### config.mk
export PLATFORM = sky130hd
export DESIGN_NAME = pcs_autoneg_resolution
export DESIGN_NICKNAME = d
export VERILOG_FILES = /design/src/hdl/pcs_an_pkg.sv /design/src/hdl/pcs_autoneg_resolution.sv
export SDC_FILE = /design/constraint.sdc
export NUM_CORES = 1
export LEC_CHECK = 0
export ABC_AREA = 1
export BUFFER_PORTS_ARGS = -buffer_cell sky130_fd_sc_hd__buf_2
export CORE_UTILIZATION = 60
export DETAILED_ROUTE_END_ITERATION = 10
export MAX_ROUTING_LAYER = met4
export PLACE_DENSITY = 0.86
export SETUP_SLACK_MARGIN = 0.05
export SLEW_MARGIN = 20
export SYNTH_ARGS = -nofsm -noshare
export SYNTH_HDL_FRONTEND = slang
export SYNTH_SLANG_ARGS = --single-unit
### constraint.sdc
create_clock -name clock -period 7.2 [get_ports clock]
set_input_delay 1.44 -clock clock [delete_from_list [all_inputs] [get_ports clock]]
set_output_delay 1.44 -clock clock [all_outputs]
set_load 0.005 [all_outputs]
### src/hdl/pcs_an_pkg.sv
/*
 * Constants and types for the PCS auto-negotiation control block:
 * APB register offsets, field positions, reset values, timing, states.
 * Assumes a 100 MHz clock and a 32-bit APB with byte addresses.
 */
package pcs_an_pkg;
   // register byte offsets
   localparam logic [7:0] OFS_PCS_CTRL = 8'h00;
   localparam logic [7:0] OFS_ADVERT = 8'h04;
   localparam logic [7:0] OFS_EXPANSION = 8'h08;
   localparam logic [7:0] OFS_PARTNER_BASE = 8'h0c;
   localparam logic [7:0] OFS_LOCAL_NP = 8'h10;
   localparam logic [7:0] OFS_PARTNER_NP = 8'h14;
   localparam logic [7:0] OFS_MAC_CTRL = 8'h18;
   // pcs control fields
   localparam int CTRL_AN_ENABLE = 0;
   localparam int CTRL_RESTART = 1;
   localparam int CTRL_COMPLETE = 2;
   localparam int CTRL_DUPLEX = 3;
   // expansion field
   localparam int EXP_PAGE_RX = 1;
   // page word fields
   localparam int PG_NEXT_PAGE = 15;
   localparam int PG_ACK = 14;
   localparam int PG_ACK2 = 12;
   // mac control fields
   localparam int MAC_FULL_DUPLEX = 0;
   localparam int MAC_RX_PAUSE = 1;
   localparam int MAC_TX_PAUSE = 2;
   // advertisement ability fields, as laid out by the reset value below
   localparam int ADV_FULL_DUPLEX = 5;
   localparam int ADV_PAUSE = 7;
   localparam int ADV_ASM_DIR = 8;
   // reset values
   localparam logic AN_ENABLE_RST = 1'b1;
   localparam logic [15:0] ADVERT_RST = 16'h01a0;
   localparam logic [15:0] NULL_MESSAGE = 16'h2001;
   // restart hold: idle words sent before the ability exchange
   localparam int RESTART_HOLD_NS = 10000;
   localparam int CLOCK_NS = 10;
   localparam int RESTART_CYCLES = (RESTART_HOLD_NS + CLOCK_NS - 1) / CLOCK_NS;
   localparam int TIMER_W = 16;

   typedef enum logic [6:0] {
      AN_DISABLED = 7'h01,
      AN_RESTART = 7'h02,
      AN_ABILITY = 7'h04,
      AN_ACK = 7'h08,
      AN_NP_WAIT = 7'h10,
      AN_NP_XCHG = 7'h20,
      AN_COMPLETE = 7'h40
   } an_state_t;

   // one configuration word as passed to or from the ten-bit code path
   typedef struct packed {
      logic valid;
      logic [15:0] word;
   } cfg_word_t;

   typedef struct packed {
      an_state_t state;
      logic anEnable;
      logic restart;
      logic complete;
      logic duplexBit;
      logic [15:0] advert;
      logic pageRx;
      logic [15:0] partnerBase;
      logic [15:0] localNp;
      logic npPending;
      logic [15:0] partnerNp;
      logic macFullDuplex;
      logic rxPauseHonor;
      logic autoPauseTx;
      logic [TIMER_W-1:0] timer;
      logic [31:0] prdata;
   } an_regs_t;
endpackage : pcs_an_pkg

### src/hdl/pcs_autoneg_resolution.sv
/*
 * PCS auto-negotiation control with its APB register file.
 * Assumes config words arrive already decoded from the ten-bit code path
 * on this clock, and that software resolves duplex and pause itself.
 */
// Summary of operation
// Ten-bit PCS path; this block exchanges the config words of negotiation.
// Control register bit turns auto-negotiation on or off.
// Software writes advertisement register before negotiating.
// Software sets advert next-page bit to send or accept next pages.
// Control register restart bit restarts negotiation.
// Expansion page-received flag sets when partner base page arrives.
// Control register completion bit reports negotiation done.
// Partner base page, with its next-page bit, is readable.
// Software writes next-page register; device sends it; null message 0x2001.
// Partner next page sets page-received and is held for reading.
// Software repeats write, poll, read until partner next pages end.
// Next pages carry an acknowledge-2 bit both directions.
// Full duplex only when both sides advertise full duplex.
// Symmetric pause when both pause bits set, per local pattern.
// Local 0/1 with partner 1/1 enables pause transmit only.
// Local 1/1 with partner 0/1 enables pause receive only.
// Software programs MAC duplex, receive flow control, PCS duplex LED bit.
// Software alone controls pause transmission and next-page functions; pauseTxRequest here follows rxFifoAboveOn while autoPauseTx is set.
// Received pause acted on only with receive flow control enabled.
// Restart bit clears itself once the restart state is entered.
`timescale 1ns/10ps
`default_nettype none
module pcs_autoneg_resolution
   import pcs_an_pkg::*;
(
   // clock and reset
   input wire logic clock,
   input wire logic rst,
   input wire logic ce,
   // apb slave
   input wire logic psel,
   input wire logic penable,
   input wire logic pwrite,
   input wire logic [7:0] paddr,
   input wire logic [31:0] pwdata,
   output logic [31:0] prdata,
   output logic pready,
   output logic pslverr,
   // config words from and to the ten-bit code path
   input wire pcs_an_pkg::cfg_word_t cfgIn,
   output pcs_an_pkg::cfg_word_t cfgOut,
   // mac side
   input wire logic pauseFrameRx,
   input wire logic rxFifoAboveOn,
   output logic pauseFrameActed,
   output logic pauseTxRequest,
   output logic mac_full_duplex_sel,
   output logic rx_pause_honor_en,
   output logic auto_pause_tx_en,
   output logic duplex_led_out
);
   import pcs_an_pkg::*;

   an_regs_t r;
   an_regs_t next_r;
   logic setup;
   logic access;
   logic mapped;

   assign setup = psel && !penable;
   assign access = psel && penable;
   assign mapped = (paddr == OFS_PCS_CTRL) || (paddr == OFS_ADVERT) ||
      (paddr == OFS_EXPANSION) || (paddr == OFS_PARTNER_BASE) ||
      (paddr == OFS_LOCAL_NP) || (paddr == OFS_PARTNER_NP) || (paddr == OFS_MAC_CTRL);
   assign pready = 1'b1;
   assign pslverr = access && !mapped;

   function automatic logic [31:0] readMux(input an_regs_t s, input logic [7:0] a);
      logic [31:0] d;
      d = 32'h0;
      if (a == OFS_PCS_CTRL)
      begin
         d[CTRL_AN_ENABLE] = s.anEnable;
         d[CTRL_RESTART] = s.restart;
         d[CTRL_COMPLETE] = s.complete;
         d[CTRL_DUPLEX] = s.duplexBit;
      end
      else if (a == OFS_ADVERT)
         d[15:0] = s.advert;
      else if (a == OFS_EXPANSION)
         d[EXP_PAGE_RX] = s.pageRx;
      else if (a == OFS_PARTNER_BASE)
         d[15:0] = s.partnerBase;
      else if (a == OFS_LOCAL_NP)
         d[15:0] = s.localNp;
      else if (a == OFS_PARTNER_NP)
         d[15:0] = s.partnerNp;
      else if (a == OFS_MAC_CTRL)
      begin
         d[MAC_FULL_DUPLEX] = s.macFullDuplex;
         d[MAC_RX_PAUSE] = s.rxPauseHonor;
         d[MAC_TX_PAUSE] = s.autoPauseTx;
      end
      return d;
   endfunction : readMux

   always_comb
   begin
      next_r = r;
      // read data is latched in the setup cycle so the access phase needs no wait
      if (setup && !pwrite)
         next_r.prdata = readMux(r, paddr);
      // page-received clears on read; a page arriving below sets it again
      if (access && !pwrite && paddr == OFS_EXPANSION)
         next_r.pageRx = 1'b0;
      if (access && pwrite)
      begin
         if (paddr == OFS_PCS_CTRL)
         begin
            next_r.anEnable = pwdata[CTRL_AN_ENABLE];
            next_r.restart = r.restart | pwdata[CTRL_RESTART];
            next_r.duplexBit = pwdata[CTRL_DUPLEX];
         end
         else if (paddr == OFS_ADVERT)
            next_r.advert = pwdata[15:0];
         else if (paddr == OFS_LOCAL_NP)
         begin
            next_r.localNp = pwdata[15:0];
            next_r.npPending = 1'b1;
         end
         else if (paddr == OFS_MAC_CTRL)
         begin
            next_r.macFullDuplex = pwdata[MAC_FULL_DUPLEX];
            next_r.rxPauseHonor = pwdata[MAC_RX_PAUSE];
            next_r.autoPauseTx = pwdata[MAC_TX_PAUSE];
         end
      end
      // negotiation sequence
      case (r.state)
         AN_DISABLED:
            if (r.anEnable)
            begin
               next_r.state = AN_RESTART;
               next_r.timer = '0;
            end
         AN_RESTART:
         begin
            next_r.restart = 1'b0;
            next_r.complete = 1'b0;
            next_r.timer = r.timer + TIMER_W'(1);
            if (r.timer == TIMER_W'(RESTART_CYCLES - 1))
               next_r.state = AN_ABILITY;
         end
         AN_ABILITY:
            if (cfgIn.valid && cfgIn.word != 16'h0)
            begin
               next_r.partnerBase = cfgIn.word;
               next_r.pageRx = 1'b1;
               next_r.state = AN_ACK;
            end
         AN_ACK:
            if (cfgIn.valid && cfgIn.word[PG_ACK])
            begin
               // next pages only when both sides asked for them
               if (r.advert[PG_NEXT_PAGE] && r.partnerBase[PG_NEXT_PAGE])
                  next_r.state = AN_NP_WAIT;
               else
                  next_r.state = AN_COMPLETE;
            end
         AN_NP_WAIT:
            if (r.npPending)
            begin
               next_r.npPending = next_r.npPending && (access && pwrite &&
                  paddr == OFS_LOCAL_NP);
               next_r.state = AN_NP_XCHG;
            end
         AN_NP_XCHG:
            if (cfgIn.valid)
            begin
               next_r.partnerNp = cfgIn.word;
               next_r.pageRx = 1'b1;
               if (!r.localNp[PG_NEXT_PAGE] && !cfgIn.word[PG_NEXT_PAGE])
                  next_r.state = AN_COMPLETE;
               else
                  next_r.state = AN_NP_WAIT;
            end
         AN_COMPLETE:
            next_r.complete = 1'b1;
         default:
            next_r.state = AN_DISABLED;
      endcase
      // disable overrides every state; restart overrides every state but AN_RESTART
      if (!r.anEnable)
      begin
         next_r.state = AN_DISABLED;
         next_r.complete = 1'b0;
      end
      else if (r.restart && r.state != AN_RESTART)
      begin
         next_r.state = AN_RESTART;
         next_r.timer = '0;
      end
   end

   always_ff @(posedge clock or posedge rst)
   begin
      if (rst)
      begin
         r <= '0;
         r.state <= AN_DISABLED;
         r.anEnable <= AN_ENABLE_RST;
         r.advert <= ADVERT_RST;
         r.localNp <= NULL_MESSAGE;
      end
      else if (ce)
         r <= next_r;
   end

   // transmitted words: idle while disabled or restarting, then pages
   always_comb
   begin
      cfgOut.valid = !(r.state == AN_DISABLED);
      cfgOut.word = 16'h0;
      if (r.state == AN_ABILITY)
         cfgOut.word = r.advert;
      else if (r.state == AN_ACK || r.state == AN_NP_WAIT || r.state == AN_COMPLETE)
         cfgOut.word = r.advert | (16'h1 << PG_ACK);
      else if (r.state == AN_NP_XCHG)
         cfgOut.word = r.localNp;
   end

   assign prdata = r.prdata;
   assign mac_full_duplex_sel = r.macFullDuplex;
   assign rx_pause_honor_en = r.rxPauseHonor;
   assign auto_pause_tx_en = r.autoPauseTx;
   assign duplex_led_out = r.duplexBit;
   assign pauseFrameActed = pauseFrameRx && r.rxPauseHonor;
   assign pauseTxRequest = rxFifoAboveOn && r.autoPauseTx;
endmodule : pcs_autoneg_resolution
`default_nettype wire

Word-level counts from Yosys, hierarchy flattened:

Index checks and enable logic that the tools add are counted.

* bits in registers: 112
* input bits: 65
* output and inout bits: 57
* word-level logic and storage cells: 130

* $add $sub $neg: 1
* eq/ne operators: 22
* multiplexer cells: 43
* bitwise logic cells: 4
* reductions and logical operators: 44

Operators by type and width (number)
* $mux W16: 9
* $mux W7: 9
* $pmux W7 S7: 1
* $pmux W16 S2: 1
* $eq A8 B5 Y1 const B: 3
* $ne A4 B4 Y1 const B: 5
* $mux W17: 1
* $add A16 B1 Y16 const B: 1
* $eq A16 B10 Y1 const B: 1
* $eq A8 B4 Y1 const B: 2
* $logic_and A1 B1 Y1: 16
* $reduce_bool A16 Y1: 1
* $mux W1: 14
* $mux W14: 1
* $mux W13: 1
* $mux W12: 1
* $reduce_and A3 Y1: 4
* $eq A8 B3 Y1 const B: 1
* $logic_not A8 Y1: 1
* $logic_or A1 B1 Y1: 8
* $eq A7 B1 Y1 const B: 1
* $eq A7 B2 Y1 const B: 1
* $eq A7 B3 Y1 const B: 1
* $eq A7 B4 Y1 const B: 1
* 18 further kinds: 29

Depth between registers and ports, before layout:

* word-level depth: 9
* depth in mapped cells: 12
* depth with buffers taken out: 12

Worst setup path before layout:

OpenSTA, ideal clock, no wires.

* path kind: in2out
* start: input paddr[3]
* end: output pslverr
* arrival: 1.936 ns
* data required time: 5.760 ns
* path slack: 3.824 ns
* cell stages on the path: 3
* path buffers: 0
* cells stage by stage: inv_1 -> o311a_1 -> nor2_1

* cells in the longest elaborated chain, start to end: 9
* elaborated cells between the ends (all ways): 15
* those cells by class: eq/ne (6); reduce/logical (9)

RTL lines
* start, declared: line pcs_autoneg_resolution.sv:40 `input wire logic [7:0] paddr,`
* $eq A8 B3 Y1 or $logic_not A8 Y1 (tied branches): line pcs_autoneg_resolution.sv:68 `assign mapped = (paddr == OFS_PCS_CTRL) || (paddr == OFS_ADVERT) ||`
* $logic_or A1 B1 Y1 (2 in series): line pcs_autoneg_resolution.sv:68
* $logic_or A1 B1 Y1 (2 in series): line pcs_autoneg_resolution.sv:69 `(paddr == OFS_EXPANSION) || (paddr == OFS_PARTNER_BASE) ||`
* $logic_or A1 B1 Y1: line pcs_autoneg_resolution.sv:70 `(paddr == OFS_LOCAL_NP) || (paddr == OFS_PARTNER_NP) || (paddr == OFS_MAC_CTRL);`
* $logic_or A1 B1 Y1 (*): line pcs_autoneg_resolution.sv:70
* $logic_not A1 Y1 (*): line pcs_autoneg_resolution.sv:72 `assign pslverr = access && !mapped;`
* $logic_and A1 B1 Y1 (*): line pcs_autoneg_resolution.sv:72
* end, declared: line pcs_autoneg_resolution.sv:44 `output logic pslverr,`

Every way passes the cells marked *; elsewhere a longest branch is shown, timed or not.

==> impl_metrics.ini <==
[global_route]
grt_pass1_wl_um = 25400
grt_max_degree = 75
grt_overflow = 0
grt_usage = 0.302
antenna_found_initial = 0
grt_pass1_vias = 5350

[route]
wirelength_um = 15100
wl_met2_um = 7140
ant_nets = 0
drc = 0
drt_first_pass_iters = 5
via_count = 5660
avgViaCountPerCell = 5.50
wl_per_cell_um = 14.7
drtIter0Drc = 399
top_layer_used = met4
wl_met1_um = 6470
wl_met3_um = 1030

[power]
pwr_density_cell_nw_per_um2 = 227
pwr-share-clk = 0.222
leakage_nw = 3.52
power.net_switching_mw = 0.559
combPwrFrac = 0.290
ir_drop_v = 0.000163
internal_power_mw = 0.985
seqPwrFrac = 0.488
p_sw_frac = 0.362

[logic_synthesis]
synth_fa_ha_area_frac = 0.00198
synth_edf_count = 0
yosys_warnings = 0
synthArstFlopShare = 1.00
yosys.area_share.xor_xnor = 0.00416
yosys.area_share.simple = 0.269
synth_ff_type = dfrtp_1
netlist-cell-type-count = 39
yosys_register_bits = 112
synth_seq_area_share = 0.445
synth_cells = 829
muxShareOfSynthArea = 0
synth_top_family_by_area = simple AND/OR/NAND/NOR gates
avgSynthCellArea_sq_um = 7.62
synth_compound_area_frac = 0.152
netlist_area_sq_um = 6320

[floorplan]
chipHeight_um = 105
fp-row-count = 37
core-area_sq_um = 10300
die_area_sq_um = 10900
start_util = 0.615
die_w_um = 105
ios = 122

[clock_network]
cts_resized = 0
cts_buffer_depth = 2
cts-buffers-inserted = 9
postCtsHoldBufs = 0
clkSinkCount = 112
htreeDepth = 3
cts_tree = yes
clkSlewWorstSetupHoldPaths_ns = 0.11
post_cts_buffers = 0
insertion_delay_ns = 0.38
cts_root_buffer = clkbuf_8

[hold_path]
worstHoldStart = prdata[10]
hold_class = reg2reg
holdPathEnd = prdata[10]
min_path_cells = 2

[sta]
setup_viol = 0
maxSlewViolCount = 0
finalHoldViolations = 0
max_slew_margin = 0.286
fmax_mhz = 264
worstMarginPinSlew_ns = 1.07
finalWorstSetupSlack_ns = 3.41
period_needed_ns = 3.79
setup-tns-final_ns = 0
fin_skew_ns = 0.0156
hold_ws_ns = 0.481
rsz0062_at_grt = no
finalCritPeriodShare = 0.526

[worst_setup_path]
cp-end-kind = output pin
r2r_end = r[125]
r2r_slack_ns = 5.14
crit_fanout = 18
rr_startpoint = r[127]
ff2ff_path_depth = 9
crit_required_ns = 5.76
start_kind = register
critical_path_arrival_ns = 2.35
critical_path_class = reg2out

[cells_and_area]
n_antenna_cell = 0
final_nets = 954
multi_input_area_sq_um = 2770
synthToLayoutAreaGrowth_pct = 7.49
seqCellArea_sq_um = 2810
fillCellCount = 898
drive_above_1_share = 0.211

[placement]
io_buffers = 88
pre_cts_slack_ns = 3.52
gp_congestion = 0.923
hpwl_um = 10700

[outcome]
outcome = finished, final reports clean

[flow_run]
drv_cap = 0
worst max path at each step:
stage	start	to	slack (ns)
6_report	r[127]	cfgOut[14]	3.41
5_1_grt	r[127]	cfgOut[14]	3.29
4_1_cts	r[127]	cfgOut[14]	3.47
3_5_place_dp	paddr[1]	r[76]	3.52
3_3_place_gp	ce	prdata[1]	3.55
2_1_floorplan	rst	auto_pause_tx_en	2.81
per-stage QoR:
| step | std cells | utilization | power [mW] | area, sq um |
|---|---|---|---|---|
| finish | 1029 | 0.661 | 1.54 | 6790 |
| CTS | 1029 | 0.660 | 1.55 | 6780 |
| floorplan | 844 | - | 1.09 | 6370 |
| global placement | 1013 | 0.644 | 1.19 | 6610 |
| detailed placement | 1013 | 0.644 | 1.21 | 6610 |
| global route | 1029 | 0.661 | 1.64 | 6790 |
critical path, stage by stage, from the launching register on:
cell and delay, ns:
dfrtp_1 0.44, inv_2 0.11, nand2_1 0.06, nor2_1 0.20
nand2_1 0.49, o221ai_1 0.48, buf_2 0.18
registers in the layout (all words and copies together) (netlist names):
| register | count |
|---|---|
| prdata | 16 |
| rx_pause_honor_en | 1 |
| auto_pause_tx_en | 1 |
| r | 92 |
| duplex_led_out | 1 |
| mac_full_duplex_sel | 1 |
power by group through the flow:
stage / Sequential (mW) / Combinational [mW] / Clock, mW
final: 0.754 / 0.447 / 0.343
after global routing: 0.762 / 0.502 / 0.377
after CTS: 0.753 / 0.445 / 0.348
after detailed placement: 0.765 / 0.443 / 0
after global placement: 0.762 / 0.433 / 0
after floorplan: 0.752 / 0.336 / 0
layer usage:
metal,vias to the layer above,track usage
met2,242,0.477
met4,0,0.115
met1,2658,0.391
met3,38,0.0530
met5,-,-
li1,2722,-
logic make-up after synthesis:
| kind of cell | count (synthesis) |
|---|---|
| simple gates | 383 |
| buf+inv | 166 |
| compound gates | 162 |
| flops | 112 |
| xor+xnor | 3 |
| other cells | 2 |
| fa+ha+maj | 1 |
cell usage after synthesis, types with 8 or more instances:
master / number / area share
o22ai_1: 19 / 0.019
inv_1: 93 / 0.055
buf_2: 12 / 0.0095
nand2_1: 229 / 0.14
nand2_2: 19 / 0.019
o2111ai_1: 10 / 0.014
buf_4: 34 / 0.040
nor2_1: 60 / 0.036
o21ai_2: 17 / 0.024
o21ai_1: 21 / 0.017
inv_2: 15 / 0.0089
nor2_2: 11 / 0.011
nand3_1: 38 / 0.030
nor3_1: 8 / 0.0063
dfrtp_1: 105 / 0.42
o21ai_0: 52 / 0.041
a21oi_1: 34 / 0.027
cells in the final DEF, fill, tap and decap left out, types with 3 or more instances in the layout:
master	instances
a21oi_1	34
a22oi_1	3
buf_2	88
clkbuf_8	9
clkinv_2	3
conb_1	17
dfrtp_1	105
dfstp_2	7
inv_1	92
inv_2	15
nand2_1	229
nand2_2	19
nand3_1	38
nand3_4	3
nor2_1	60
nor2_2	10
nor2_4	8
nor3_1	8
o2111ai_1	10
o21ai_0	52
o21ai_1	21
o21ai_2	17
o22ai_1	19
xor2_1	3
final cells by class:
type	instances	area share
clock inverter	6	0.00627
timing repair buffer	90	0.0671
clock buffer	10	0.0188
inverter	109	0.0606
sequential	112	0.414
tap	136	0.0251
multi-input combinational	566	0.408
Power figures use the tool's default switching activity.
